**config.mk**
```make
export PLATFORM = sky130hd
export DESIGN_NAME = tws_sequencer
export DESIGN_NICKNAME = d
export VERILOG_FILES = /design/src/design/tws_blkmem.v /design/src/design/tws_sequencer.v
export VERILOG_INCLUDE_DIRS = /design/src /design/src/inc
export SDC_FILE = /design/constraint.sdc
export NUM_CORES = 1
export LEC_CHECK = 0
export BUFFER_PORTS_ARGS = -buffer_cell sky130_fd_sc_hd__buf_2
export CORE_MARGIN = 8
export CORE_UTILIZATION = 54
export CTS_CLUSTER_SIZE = 12
export DETAILED_ROUTE_END_ITERATION = 16
export GPL_TIMING_DRIVEN = 0
export PLACE_DENSITY_LB_ADDON = 0.08
export SLEW_MARGIN = 20
export SYNTH_ARGS = -nofsm -noshare
export SYNTH_HDL_FRONTEND = slang
export SYNTH_SLANG_ARGS = --single-unit
```
**constraint.sdc**
```tcl
create_clock -name clk -period 3.65 [get_ports clk]
set_input_delay 0 -clock clk [delete_from_list [all_inputs] [get_ports clk]]
set_output_delay 0 -clock clk [all_outputs]
set_load 0.02 [all_outputs]
```
**src/inc/tws_defs.vh**
```
// constants for the tape write command sequencer
`ifndef TWS_DEFS_VH
`define TWS_DEFS_VH
// ==========================================================
// command block layout
`define TWS_OP_WRITE 8'h0A
`define TWS_OP_READ 8'h08
`define TWS_FIXED_BIT 8
`define TWS_LUN_HI 15
`define TWS_LUN_LO 13
`define TWS_CNT_HI 39
`define TWS_CNT_LO 16
`define TWS_OP_HI 7
`define TWS_OP_LO 0
`define TWS_B5_HI 47
`define TWS_B5_LO 40
`define TWS_ZERO8 8'h00
// ==========================================================
// sense keys
`define TWS_SK_GOOD 4'h0
`define TWS_SK_MEDIA 4'h3
`define TWS_SK_HW 4'h4
`define TWS_SK_ILLEGAL 4'h5
`define TWS_SK_OVERFLOW 4'hD
// ==========================================================
// buffer and limits
`define TWS_BLK_W 16
`define TWS_DEPTH 15
`define TWS_AW 4
`define TWS_OCC_W 4
`define TWS_OCC_FULL 4'hF
`define TWS_OCC_ZERO 4'h0
`define TWS_OCC_ONE 4'h1
`define TWS_PTR_LAST 4'hE
`define TWS_THR_DEFAULT 4'h8
`define TWS_FORCE_MAX 8'hFF
`define TWS_RETRY_LAST 5'h0F
`define TWS_GAP_INCHES 8'h2D
`define TWS_CNT24_ZERO 24'h000000
`define TWS_CNT24_ONE 24'h000001
`define TWS_CNT8_ONE 8'h01
`define TWS_SETTLE_DONE 2'h2
`endif

```
**src/design/tws_blkmem.v**
```verilog
// fifteen-block write buffer storage with registered read data
`timescale 1ns/1ps
`include "tws_defs.vh"
module tws_blkmem
(
  // clock
  input wire clk,
  // write side
  input wire wr_en,
  input wire [`TWS_AW-1:0] wr_addr,
  input wire [`TWS_BLK_W-1:0] wr_data,
  // read side
  input wire [`TWS_AW-1:0] rd_addr,
  output reg [`TWS_BLK_W-1:0] rd_data
);
  reg [`TWS_BLK_W-1:0] mem [0:`TWS_DEPTH-1];

  // ==========================================================
  // storage; no reset so it maps onto plain ram
  always @(posedge clk)
  begin
    if (wr_en)
    begin
      mem[wr_addr] <= wr_data;
    end
    rd_data <= mem[rd_addr];
  end
endmodule

```
**src/design/tws_sequencer.v**
```verilog
// write command sequencer: decode, buffering, streaming, status
// ==========================================================
`timescale 1ns/1ps
`include "tws_defs.vh"
module tws_sequencer
(
  // clock and reset
  input wire clk,
  input wire reset_n,
  // command block from host
  input wire cmd_valid,
  output wire cmd_ready,
  input wire [47:0] cmd_block,
  // positioning state left by earlier commands
  input wire prev_write_type,
  input wire prev_positions_write,
  input wire beginning_of_media_flag,
  output wire read_start,
  // configuration
  input wire buffered_mode,
  input wire disconnect_allowed,
  input wire qic24_mode,
  input wire set_param_strobe,
  input wire [7:0] set_param_min_blocks,
  input wire set_param_extended,
  input wire mode_select_strobe,
  input wire [7:0] mode_select_threshold,
  input wire [7:0] mode_select_forced,
  // host data
  input wire host_valid,
  output wire host_ready,
  input wire [`TWS_BLK_W-1:0] host_data,
  output reg disconnect,
  // status to host
  output reg status_valid,
  input wire status_ready,
  output reg status_check,
  output reg [3:0] sense_key,
  output reg end_of_media_flag,
  // tape transport
  output wire tape_valid,
  input wire tape_ready,
  output wire [`TWS_BLK_W-1:0] tape_data,
  output wire tape_repeat,
  output wire tape_gap_req,
  output wire [7:0] tape_gap_inches,
  input wire tape_gap_done,
  input wire tape_verify_ok,
  input wire tape_verify_fail,
  input wire tape_early_warning,
  input wire tape_phys_end,
  input wire tape_hw_error,
  // read-side events
  input wire read_reposition,
  input wire read_halt,
  // counters
  output reg [7:0] data_error_count,
  output reg [7:0] data_underrun_count
);
  // host side states
  localparam H_IDLE = 4'b0001;
  localparam H_XFER = 4'b0010;
  localparam H_WAITV = 4'b0100;
  localparam H_STAT = 4'b1000;
  // tape side states
  localparam W_STOP = 4'b0001;
  localparam W_STREAM = 4'b0010;
  localparam W_FORCE = 4'b0100;
  localparam W_GAP = 4'b1000;

  reg [3:0] hstate;
  reg [3:0] wstate;
  reg [23:0] in_left;
  reg [23:0] pend;
  reg [`TWS_OCC_W-1:0] occ;
  reg [`TWS_AW-1:0] wptr;
  reg [`TWS_AW-1:0] rptr;
  reg [1:0] settle;
  reg [`TWS_BLK_W-1:0] sk0;
  reg [`TWS_BLK_W-1:0] sk1;
  reg [1:0] sk_cnt;
  reg [`TWS_BLK_W-1:0] last_blk;
  reg [`TWS_BLK_W-1:0] vfy_blk;
  reg redo;
  reg [4:0] retry;
  reg [3:0] thresh;
  reg [7:0] force_lim;
  reg force_ext;
  reg [7:0] force_cnt;
  reg ew_seen;
  reg err_flag;
  reg [3:0] err_key;
  reg err_eom;
  reg read_go;
  wire [`TWS_BLK_W-1:0] rd_data;

  // ==========================================================
  // command decode
  wire cmd_fire = cmd_valid & cmd_ready;
  wire [7:0] opcode = cmd_block[`TWS_OP_HI:`TWS_OP_LO];
  wire is_write = (opcode == `TWS_OP_WRITE);
  wire is_read = (opcode == `TWS_OP_READ);
  wire form_ok = cmd_block[`TWS_FIXED_BIT] &
    (cmd_block[`TWS_B5_HI:`TWS_B5_LO] == `TWS_ZERO8);
  wire [23:0] blk_count = cmd_block[`TWS_CNT_HI:`TWS_CNT_LO];
  wire pos_ok = prev_positions_write | beginning_of_media_flag;
  assign cmd_ready = (hstate == H_IDLE);
  assign read_start = read_go;

  // ==========================================================
  // two-entry buffer between host and block store
  wire sk_in = host_valid & host_ready;
  wire sk_out = (sk_cnt != 2'h0) & (occ != `TWS_OCC_FULL);
  assign host_ready = (hstate == H_XFER) & (in_left != `TWS_CNT24_ZERO) &
    (sk_cnt != 2'h2) & ~disconnect;

  // ==========================================================
  // tape side handshake
  wire data_ok = (settle == `TWS_SETTLE_DONE) & (occ != `TWS_OCC_ZERO);
  wire stream_go = (wstate == W_STREAM) & ~err_flag;
  // the beat count gates the repeat itself, so a limit of n sends exactly n copies
  wire force_go = (wstate == W_FORCE) & ~err_flag & (force_ext | (force_cnt != force_lim));
  assign tape_valid = (stream_go & (data_ok | redo)) | force_go;
  assign tape_repeat = force_go;
  assign tape_data = redo ? vfy_blk : (force_go ? last_blk : rd_data);
  assign tape_gap_req = (wstate == W_GAP);
  assign tape_gap_inches = `TWS_GAP_INCHES;
  wire beat = tape_valid & tape_ready;
  wire pop = beat & stream_go & ~redo;
  wire push = sk_out;
  wire underrun = (wstate == W_STREAM) & ~data_ok & ~redo & ~err_flag;

  // ==========================================================
  // block store
  tws_blkmem u_mem
  (
    .clk(clk),
    .wr_en(push),
    .wr_addr(wptr),
    .wr_data(sk0),
    .rd_addr(rptr),
    .rd_data(rd_data)
  );

  // ==========================================================
  // skid registers; the head always sits in sk0
  always @(posedge clk or negedge reset_n)
  begin
    if (!reset_n)
    begin
      sk0 <= {`TWS_BLK_W{1'b0}};
      sk1 <= {`TWS_BLK_W{1'b0}};
      sk_cnt <= 2'h0;
    end
    else if (err_flag & status_valid & status_ready)
    begin
      sk_cnt <= 2'h0;
    end
    else
    begin
      if (sk_out)
      begin
        sk0 <= sk1;
      end
      if (sk_in & ((sk_cnt == 2'h0) | ((sk_cnt == 2'h1) & sk_out)))
      begin
        sk0 <= host_data;
      end
      else if (sk_in)
      begin
        sk1 <= host_data;
      end
      sk_cnt <= sk_cnt + {1'b0, sk_in} - {1'b0, sk_out};
    end
  end

  // ==========================================================
  // occupancy and pointers; flushed once an error is reported
  always @(posedge clk or negedge reset_n)
  begin
    if (!reset_n)
    begin
      occ <= `TWS_OCC_ZERO;
      wptr <= {`TWS_AW{1'b0}};
      rptr <= {`TWS_AW{1'b0}};
      settle <= 2'h0;
    end
    else if (err_flag & status_valid & status_ready)
    begin
      occ <= `TWS_OCC_ZERO;
      wptr <= {`TWS_AW{1'b0}};
      rptr <= {`TWS_AW{1'b0}};
      settle <= 2'h0;
    end
    else
    begin
      occ <= occ + {3'h0, push} - {3'h0, pop};
      if (push)
      begin
        wptr <= (wptr == `TWS_PTR_LAST) ? {`TWS_AW{1'b0}} : wptr + `TWS_OCC_ONE;
      end
      if (pop)
      begin
        rptr <= (rptr == `TWS_PTR_LAST) ? {`TWS_AW{1'b0}} : rptr + `TWS_OCC_ONE;
      end
      // registered read needs two quiet cycles before the head is trusted
      if (pop | (occ == `TWS_OCC_ZERO))
      begin
        settle <= 2'h0;
      end
      else if (settle != `TWS_SETTLE_DONE)
      begin
        settle <= settle + 2'h1;
      end
    end
  end

  // ==========================================================
  // parameters: whichever command came last wins; set parameters wins when both strobe in one cycle
  always @(posedge clk or negedge reset_n)
  begin
    if (!reset_n)
    begin
      thresh <= `TWS_THR_DEFAULT;
      force_lim <= `TWS_ZERO8;
      force_ext <= 1'b0;
    end
    else if (set_param_strobe)
    begin
      thresh <= (set_param_min_blocks == `TWS_ZERO8) ? `TWS_THR_DEFAULT :
        set_param_min_blocks[3:0];
      force_ext <= set_param_extended;
      if (set_param_extended)
      begin
        force_lim <= `TWS_FORCE_MAX;
      end
    end
    else if (mode_select_strobe)
    begin
      thresh <= (mode_select_threshold == `TWS_ZERO8) ? `TWS_THR_DEFAULT :
        mode_select_threshold[3:0];
      force_lim <= mode_select_forced;
      force_ext <= 1'b0;
    end
  end

  // ==========================================================
  // disconnect in nonbuffered mode: full drops, threshold reconnects
  always @(posedge clk or negedge reset_n)
  begin
    if (!reset_n)
    begin
      disconnect <= 1'b0;
    end
    else if (hstate != H_XFER)
    begin
      disconnect <= 1'b0;
    end
    else if (~buffered_mode & disconnect_allowed & (occ == `TWS_OCC_FULL))
    begin
      disconnect <= 1'b1;
    end
    else if (occ <= thresh)
    begin
      disconnect <= 1'b0;
    end
  end

  // ==========================================================
  // tape writer
  always @(posedge clk or negedge reset_n)
  begin
    if (!reset_n)
    begin
      wstate <= W_STOP;
      force_cnt <= `TWS_ZERO8;
      last_blk <= {`TWS_BLK_W{1'b0}};
    end
    else
    begin
      if (pop)
      begin
        last_blk <= rd_data;
      end
      case (wstate)
        W_STOP:
        begin
          if (data_ok & ~err_flag)
          begin
            wstate <= W_STREAM;
          end
        end
        W_STREAM:
        begin
          force_cnt <= `TWS_ZERO8;
          if (err_flag)
          begin
            wstate <= W_STOP;
          end
          else if (underrun & (occ == `TWS_OCC_ZERO))
          begin
            if ((force_lim != `TWS_ZERO8) | force_ext)
            begin
              wstate <= W_FORCE;
            end
            else
            begin
              wstate <= qic24_mode ? W_GAP : W_STOP;
            end
          end
        end
        W_FORCE:
        begin
          if (beat)
          begin
            force_cnt <= force_cnt + `TWS_CNT8_ONE;
          end
          if (err_flag)
          begin
            wstate <= W_STOP;
          end
          else if (data_ok)
          begin
            wstate <= W_STREAM;
          end
          else if ((~force_ext & (force_cnt == force_lim)) | (force_ext & tape_phys_end))
          begin
            wstate <= qic24_mode ? W_GAP : W_STOP;
          end
        end
        W_GAP:
        begin
          if (tape_gap_done)
          begin
            wstate <= W_STOP;
          end
        end
        default:
        begin
          wstate <= W_STOP;
        end
      endcase
    end
  end

  // ==========================================================
  // verify tracking and rewrite of failed blocks
  always @(posedge clk or negedge reset_n)
  begin
    if (!reset_n)
    begin
      pend <= `TWS_CNT24_ZERO;
      vfy_blk <= {`TWS_BLK_W{1'b0}};
      redo <= 1'b0;
      retry <= 5'h00;
    end
    else if (err_flag)
    begin
      pend <= `TWS_CNT24_ZERO;
      redo <= 1'b0;
      retry <= 5'h00;
    end
    else
    begin
      if (pop)
      begin
        vfy_blk <= rd_data;
      end
      pend <= pend + {23'h0, pop} - {23'h0, tape_verify_ok & (pend != `TWS_CNT24_ZERO)};
      if (tape_verify_ok)
      begin
        retry <= 5'h00;
      end
      else if (tape_verify_fail)
      begin
        retry <= retry + 5'h01;
      end
      // a fail wins over the resend beat; an ok must not keep the resend alive
      if (tape_verify_fail)
      begin
        redo <= 1'b1;
      end
      else if (beat & redo)
      begin
        redo <= 1'b0;
      end
    end
  end

  // ==========================================================
  // error capture; a new error wins over the clear by reporting
  wire media_fail = tape_verify_fail & (retry == `TWS_RETRY_LAST);
  wire ew_hit = ew_seen & pop;
  wire new_err = media_fail | tape_hw_error | ew_hit |
    (tape_phys_end & (wstate != W_STOP));
  wire err_clr = err_flag & status_valid & status_ready & status_check;
  always @(posedge clk or negedge reset_n)
  begin
    if (!reset_n)
    begin
      err_flag <= 1'b0;
      err_key <= `TWS_SK_GOOD;
      err_eom <= 1'b0;
      ew_seen <= 1'b0;
    end
    else
    begin
      if (tape_early_warning)
      begin
        ew_seen <= 1'b1;
      end
      else if (ew_hit)
      begin
        ew_seen <= 1'b0;
      end
      if (new_err & (~err_flag | err_clr))
      begin
        err_flag <= 1'b1;
        err_eom <= ew_hit | tape_phys_end;
        if (tape_hw_error)
        begin
          err_key <= `TWS_SK_HW;
        end
        else if (ew_hit & ~media_fail)
        begin
          err_key <= `TWS_SK_OVERFLOW;
        end
        else
        begin
          err_key <= `TWS_SK_MEDIA;
        end
      end
      else if (err_clr)
      begin
        err_flag <= 1'b0;
      end
    end
  end

  // ==========================================================
  // host command sequencing and status
  wire recv_done = (in_left == `TWS_CNT24_ZERO) & (sk_cnt == 2'h0);
  wire tape_done = (occ == `TWS_OCC_ZERO) & (pend == `TWS_CNT24_ZERO) & ~redo;
  always @(posedge clk or negedge reset_n)
  begin
    if (!reset_n)
    begin
      hstate <= H_IDLE;
      in_left <= `TWS_CNT24_ZERO;
      status_valid <= 1'b0;
      status_check <= 1'b0;
      sense_key <= `TWS_SK_GOOD;
      end_of_media_flag <= 1'b0;
      read_go <= 1'b0;
    end
    else
    begin
      read_go <= 1'b0;
      case (hstate)
        H_IDLE:
        begin
          if (cmd_fire)
          begin
            hstate <= H_STAT;
            status_valid <= 1'b1;
            status_check <= 1'b1;
            sense_key <= `TWS_SK_ILLEGAL;
            end_of_media_flag <= 1'b0;
            if ((is_write | is_read) & err_flag)
            begin
              sense_key <= err_key;
              end_of_media_flag <= err_eom;
            end
            else if (is_read & ~prev_write_type & form_ok)
            begin
              status_check <= 1'b0;
              sense_key <= `TWS_SK_GOOD;
              read_go <= 1'b1;
            end
            else if (is_write & pos_ok & form_ok)
            begin
              hstate <= H_XFER;
              status_valid <= 1'b0;
              status_check <= 1'b0;
              sense_key <= `TWS_SK_GOOD;
              in_left <= blk_count;
            end
            // otherwise illegal request, which covers read after write
          end
        end
        H_XFER:
        begin
          if (sk_in)
          begin
            in_left <= in_left - `TWS_CNT24_ONE;
          end
          if (err_flag)
          begin
            hstate <= H_STAT;
            status_valid <= 1'b1;
            status_check <= 1'b1;
            sense_key <= err_key;
            end_of_media_flag <= err_eom;
          end
          else if (recv_done & buffered_mode)
          begin
            hstate <= H_STAT;
            status_valid <= 1'b1;
          end
          else if (recv_done)
          begin
            hstate <= H_WAITV;
          end
        end
        H_WAITV:
        begin
          if (err_flag)
          begin
            hstate <= H_STAT;
            status_valid <= 1'b1;
            status_check <= 1'b1;
            sense_key <= err_key;
            end_of_media_flag <= err_eom;
          end
          else if (tape_done)
          begin
            hstate <= H_STAT;
            status_valid <= 1'b1;
          end
        end
        H_STAT:
        begin
          if (status_ready)
          begin
            hstate <= H_IDLE;
            status_valid <= 1'b0;
          end
        end
        default:
        begin
          hstate <= H_IDLE;
        end
      endcase
    end
  end

  // ==========================================================
  // event counters, wrapping at eight bits
  always @(posedge clk or negedge reset_n)
  begin
    if (!reset_n)
    begin
      data_error_count <= `TWS_ZERO8;
      data_underrun_count <= `TWS_ZERO8;
    end
    else
    begin
      if (read_reposition | tape_verify_fail)
      begin
        data_error_count <= data_error_count + `TWS_CNT8_ONE;
      end
      if (read_halt | (underrun & (occ == `TWS_OCC_ZERO)))
      begin
        data_underrun_count <= data_underrun_count + `TWS_CNT8_ONE;
      end
    end
  end
endmodule

```
==> impl_results.md, run 1 <==
* Net load switching power at 0.00595 W
* Worst IR Drop VDD at 0.000499 V
* Row cnt at 71
* Per-cell routed wire length at 20.4 microns
* Worst relative slew slack at 29.9%
* Sw Ratio at 33.0%
* Crit path max fanout at 4
* PwrDens at 713 mW/mm^2
* Critical Path Sink Type: flop
* # port buffers at 148
* Worst-margin pin slew at 1.04 ns
* Unrepaired setup endpoints after global routing: yes
* Worst Hold Class: input pin to async pin
* Most common cell after layout, fill and taps aside: edfxtp_1
* HPWL after DPL at 36,600 microns
* Cells after Synth at 1,677
* Total power at 0.0180 W
* Worst flop-to-flop path startpoint: wstate[2]
* Clock transition at path regs at 0.06 ns
* Crit path DAT at 4.12 ns
* Post-route DRC at 0
* Crit path launch: wstate[2]
* Initial antenna violation count at 0
* Seq cells post-synth at 451
* Synthesized area at 0.0207 sq mm
* Post-route ant nets at 0
* Cell area after layout at 0.0253 sq mm
* LEAKAGE at 10.2 nW
* CTS root buffer: clkbuf_16
* Ys flop type: edfxtp_1
* Cts bufs inserted at 49
* Final Hold Viols at 0
* Initial DRC Count at 1,388
* Worst R2R End: pend[12]
* Starting Density at 54.9%
* Startpoint types: flop
* EDFF count, synth at 240
* Share of cells above drive strength 1 at 21.3%
* Nets@finish at 2,185
* Combinational power share at 30.5%
* Vias in the first global route at 15,000
* Grt ovf at 0
* End of the critical path: pend[12]
* Synthesis-to-finish area growth at 22.4%
* R2R setup slack at -0.03 ns
* GP Congestion at 0.885
* Seq pwr share at 41.5%
* Worst Clk Skew at 0.0262 ns
* Largest net degree at the start of global routing at 99
* Fmax achieved at 0.272 GHz
* Most frequent cells in the layout: edfxtp_1, nand2_1, dfrtp_1
* Routed vias at 14,700
* Status: complete, but fails checks
* Avg Inst Size Synth at 12.3 sq um
* Bufs on Longest Clock Path at 3
* First-pass GRT wire length at 82,900 microns
* Req. time, crit path at 4.10 ns
* First-pass detailed-route iteration total at 5
* Routed WL at 52,500 microns
* Warnings, synthesis at 0
* TritonCTS Sinks at 451
* Die height at 212 microns
* Maxcap violations at 0
* Die footprint at 0.0448 sq mm
* Total track usage at 23.5%
* # setup viols final at 3
* Failing checks: negative setup slack
* Kind of critical path: flop to flop
* Clk Latency, worst-skew pair at 0.60 ns
* Via/cell ratio at 5.71
* Total core area at 0.0377 sq mm
* CTS tree: built
* Min Tclk post-route at 3.68 ns
* Asr flop ratio synth at 43.2%
* Final Cycle Share at 101%
* Post-synthesis sequential area ratio at 60.0%
* Fin. max-slew vios at 0
* H-tree depth at 2
* # IOs at 165
* Cell variety after synth at 79
* Post-DP Area at 0.0224 sq mm
* Die W at 212 microns
* Pint at 0.0121 W
* Setup ws final at -0.0253 ns
* Clock power frac at 28.0%
* Reg2reg path depth at 15
[sequential cells by signal, indices dropped and copies added (netlist names), 5 cells and up]
signal               flops
pend                    24
in_left                 24
vfy_blk                 16
data_underrun_count      8
force_lim                8
sk0                     16
sk1                     16
force_cnt                8
u_mem.rd_data           16
data_error_count         8
retry                    5
u_mem.mem              240
last_blk                16
[what timing repair did]
action / CTS / global route
endpoints found under the setup margin: 19 / 15
hold endpoints to repair: 304 / 0
hold buffers: 93 / 0
buffers inserted: 12 / 5
pin swaps: 14 / 14
resized for setup: 19 / 12
cloned: 0 / 0
[power groups by stage]
stage	clock (W)	combinational, W	sequential (W)
final	0.00505	0.00551	0.00749
after global routing	0.00532	0.00607	0.00761
after CTS	0.00514	0.00524	0.00750
after detailed placement	0	0.00481	0.00760
after global placement	0	0.00460	0.00756
after floorplan	0	0.00329	0.00737
[cell families after synthesis]
family | share of synthesized area, %
AO/OA/AOI/OAI | 10.3
XOR/XNOR | 2.16
adder cells (fa/ha/maj) | 3.58
buffers and inverters | 3.03
flip-flops | 60.0
multiplexers | 9.34
other | 0.0363
AND/OR/NAND/NOR | 11.5
[layer usage]
metal | GRT usage [%] | routed length [microns]
met5 | 0 | 0
met4 | 11.1 | 2170
met3 | 4.32 | 3330
met2 | 39.3 | 25600
met1 | 29.6 | 21400
[critical path, cell delays in order (launching register included)]
cell	delay [ns]
dfrtp_1	0.38
or4b_4	0.57
nor4b_4	0.22
o21a_2	0.22
clkinvlp_4	0.14
ha_4	0.28
inv_2	0.03
ha_4	0.15
fa_2	0.36
a21oi_2	0.16
o21a_1	0.15
o211ai_1	0.18
buf_4	0.21
a311oi_2	0.25
xor2_1	0.17
nor2_1	0.05
[through the flow]
stage	util [%]	setup slack [ns]	instances	TNS, ns	hold slack [ns]
floorplan	-	0.0118	1683	0	-0.296
global route	67.2	-0.190	2568	-1.00	0.0973
CTS	66.9	-0.120	2563	-0.277	0.0722
finish	67.2	-0.0253	2570	-0.0606	0.0584
global placement	58.6	-1.50	2342	-234.86	0.178
detailed placement	59.5	-0.868	2367	-8.75	-0.154
[synthesized netlist by cell type (7+ instances only)]
master / count / area, sq um
edfxtp_1: 240 / 7210
dfrtp_1: 192 / 4800
nand2_1: 192 / 721
nor2_1: 121 / 454
o21ai_0: 107 / 536
mux2i_1: 71 / 711
a21oi_1: 66 / 330
inv_1: 62 / 233
ha_1: 56 / 701
clkbuf_1: 50 / 188
nor3_1: 34 / 170
mux4_2: 32 / 721
mux2_2: 31 / 349
xnor2_1: 30 / 263
nand3_1: 22 / 110
xor2_1: 21 / 184
nor4_1: 19 / 119
nor2b_1: 18 / 113
a31oi_1: 16 / 100
dfxtp_1: 16 / 320
o221a_2: 16 / 180
nand2b_1: 15 / 93.8
nand4_1: 15 / 93.8
buf_2: 14 / 70.1
buf_4: 12 / 90.1
a21o_1: 11 / 82.6
nand3b_1: 11 / 82.6
o221ai_1: 11 / 96.3
o22a_1: 11 / 96.3
and3_1: 10 / 62.6
mux2_4: 10 / 150
buf_1: 9 / 33.8
o21a_1: 7 / 52.6
o21bai_1: 7 / 52.6
o31ai_1: 7 / 52.6
or3_1: 7 / 43.8
[final cells by class]
class                      count  area (sq um)
fill                        2831         12400
timing repair buffer         283          2080
clock buffer                  75          1430
clock inverter                17           229
multi-input combinational   1084          7880
sequential                   451         12400
tap                          511           639
inverter                      62           236
buffer                        85           389
antenna                        2          5.00
[worst min path at each step]
stage | start | to | slack, ns | cells past startpoint
detailed placement | reset_n | in_left[2] | -0.15 | 1
global placement | tape_early_warning | ew_seen | 0.18 | 2
global route | reset_n | status_valid | 0.1 | 3
CTS | reset_n | pend[12] | 0.07 | 3
floorplan | reset_n | data_error_count[0] | -0.30 | 0
finish | reset_n | sense_key[0] | 0.06 | 3
Power figures use the tool's default switching activity.
==> run 2: changes to the inputs <==
- CORE_UTILIZATION: 54 -> 55
- SYNTH_HIERARCHICAL: default -> 1
- clock period: 3.65 -> 4.48 ns (I/O delays scaled with it)
==> impl_results.md, run 2 <==
* Status: finished, final reports clean
* Final Cycle Share at 97.0%
* Most common cell after layout, fill and taps aside: edfxtp_1
* # port buffers at 148
* Synth area leader: edfxtp_1
* Nets@finish at 2,119
* Reg area at 0.0124 sq mm
* Max FFs per register at 240
* GP Congestion at 0.844
* CTS root buffer: clkbuf_16
* Maxcap violations at 0
* Fin. max-slew vios at 0
* Die height at 210 microns
* Placed insts at 2,275
* Bufs on Longest Clock Path at 3
* Synthesized area at 0.0207 sq mm
* Worst Clk Skew at 0.0125 ns
* Req. time, crit path at 4.93 ns
* Row cnt at 71
* Area occupied by multi-input gates at 0.00770 sq mm
* Regs by FF count: u_mem/mem x240, in_left x24, pend x24
* Clock transition at path regs at 0.06 ns
* LEAKAGE at 9.96 nW
* Critical Path Sink Type: flop
* First-pass GRT wire length at 80,700 microns
* Largest net degree at the start of global routing at 95
* Clk Latency, worst-skew pair at 0.58 ns
* Initial DRC Count at 1,120
* # setup viols final at 0
* Final Hold Viols at 0
* Die footprint at 0.0441 sq mm
* Crit path max fanout at 7
* Post-route DRC at 0
* Initial antenna violation count at 2
* Most common cell in the netlist: edfxtp_1
* TritonCTS Sinks at 451
* Cts bufs inserted at 47
* Setup_tns at 0 ns
* Post-DP Area at 0.0224 sq mm
* Grt ovf at 0
* Post-route ant nets at 0
* CTS tree: built
* Via/cell ratio at 5.85
* Cell area after layout at 0.0248 sq mm
* Vias in the first global route at 14,600
* Starting Density at 55.4%
* Synthesis-to-finish area growth at 20.1%
* CP peak stage delay at 0.59 ns
* Worst-margin pin slew at 0.956 ns
* Startpoint types: flop
* Routed vias at 14,400
* Critical path's slowest cell: or4b_4
* Setup WS pre-CTS at -0.935 ns
* Worst IR Drop VDD at 0.000392 V
* Asr flop ratio synth at 43.2%
* Post-route insts no fill at 2,463
* Total track usage at 23.0%
* Kind of critical path: flop to flop
* H-tree depth at 2
* Cell variety after synth at 84
* Warnings, synthesis at 6
* Yosys top cell area share at 34.8%
* Crit path DAT at 4.80 ns
* PwrDens at 556 mW/mm^2
* First-pass detailed-route iteration total at 5
* Worst relative slew slack at 36.3%
* Routed WL at 50,600 microns
* Share of cells above drive strength 1 at 19.0%
* Synth top cells by count: edfxtp_1, dfrtp_1, nand2_1, nor2_1, a21oi_1
* Per-cell routed wire length at 20.5 microns
* Largest cells by area after synthesis: edfxtp_1, dfrtp_1, mux4_2
* FILL cells at 2,734
* Ys flop type: edfxtp_1
* HPWL after DPL at 35,000 microns
* Critical Path Most Common Cell: ha_1
* Post-synthesis sequential area ratio at 60.0%
* # IOs at 165
* EDFF count, synth at 240
* Avg Inst Size Synth at 12.7 sq um
* Fmax achieved at 0.230 GHz
* Worst Hold Class: input pin to flop
* Crit path cell chain: or4b_4, nor4b_2, a21boi_4, clkinvlp_4, ha_1, inv_1, ha_1, fa_2, a21oi_2, o221ai_2, and3b_1, or2_2, a311oi_2, mux2_2
* Setup ws final at 0.132 ns
* Seq cells post-synth at 451
* Total core area at 0.0373 sq mm
* Most frequent cells in the layout: edfxtp_1, dfrtp_1, nand2_1
* Most flop-heavy register: u_mem/mem
* Hold WS at 0.0986 ns
* Min Tclk post-route at 4.35 ns
* Die W at 210 microns
* Unrepaired setup endpoints after global routing: no
* Cells after Synth at 1,626
-- run 2: cell type report --
cell class / instances / area share [%]
timing repair buffer: 268 / 8.05
buffer: 81 / 1.82
inverter: 63 / 0.967
tap: 474 / 2.39
clock buffer: 73 / 5.21
antenna: 2 / 0.0202
multi-input combinational: 1036 / 31.0
clock inverter: 15 / 0.574
sequential: 451 / 50.0
-- run 2: through the flow --
stage | utilization [%] | total power [W]
finish | 66.6 | 0.0138
global route | 66.6 | 0.0146
CTS | 66.5 | 0.0139
detailed placement | 59.9 | 0.0101
global placement | 59.1 | 0.00988
floorplan | - | 0.00875
-- run 2: power by group --
group          total, W  internal (W)  switching [W]
Clock           0.00366       0.00206        0.00160
Sequential      0.00613       0.00543       0.000706
Combinational   0.00401       0.00177        0.00224
-- run 2: logic make-up after synthesis --
group	count (synthesis)	share of synthesized area [%]
flip-flops	451	60.0
XOR/XNOR	46	1.95
buffers and inverters	145	3.35
AND/OR/NAND/NOR	471	11.1
other	2	0.0363
multiplexers	128	9.47
adder cells (fa/ha/maj)	60	3.70
AO/OA/AOI/OAI	323	10.4
-- run 2: path summary, 6_finish.rpt --
path	startpoint	end	slack, ns	cells past startpoint
worst max-delay path	wstate[3]	pend[12]	0.13	14
worst min-delay path	cmd_block[3]	sense_key[0]	0.1	5
worst max register to register	wstate[3]	pend[12]	0.13	14
worst min register to register	u_mem/rd_data[4]	vfy_blk[4]	0.46	2
max in group asynchronous	reset_n	sk0[10]	3.43	4
min in group asynchronous	reset_n	read_start	0.54	4
-- run 2: worst max-delay path: cells and delay by family (launching register included) --
kind | cells | cell delay [ns]
muxes | 1 | 0.37
DFF | 1 | 0.44
and+or+nand+nor | 4 | 1.41
buffers and inverters | 2 | 0.18
AOI/OAI and AO/OA | 4 | 0.95
adders and majority gates | 3 | 0.87
-- run 2: repair_timing --
item	4_1_cts	5_1_grt
cloned	0	0
pin swaps	0	1
setup buffers	2	0
hold buffers	97	0
hold endpoints to repair	302	0
gates resized for setup	6	5
endpoints found under the setup margin	13	2
-- run 2: layer usage --
layer	part of all wire, %	routed length (microns)	GRT usage [%]	vias up
met5	0	0	0	-
met4	2.2	1130	7.12	0
met3	4.9	2500	3.07	77
met2	49	24700	38.5	390
met1	44	22200	31.3	7229
li1	-	-	-	6712
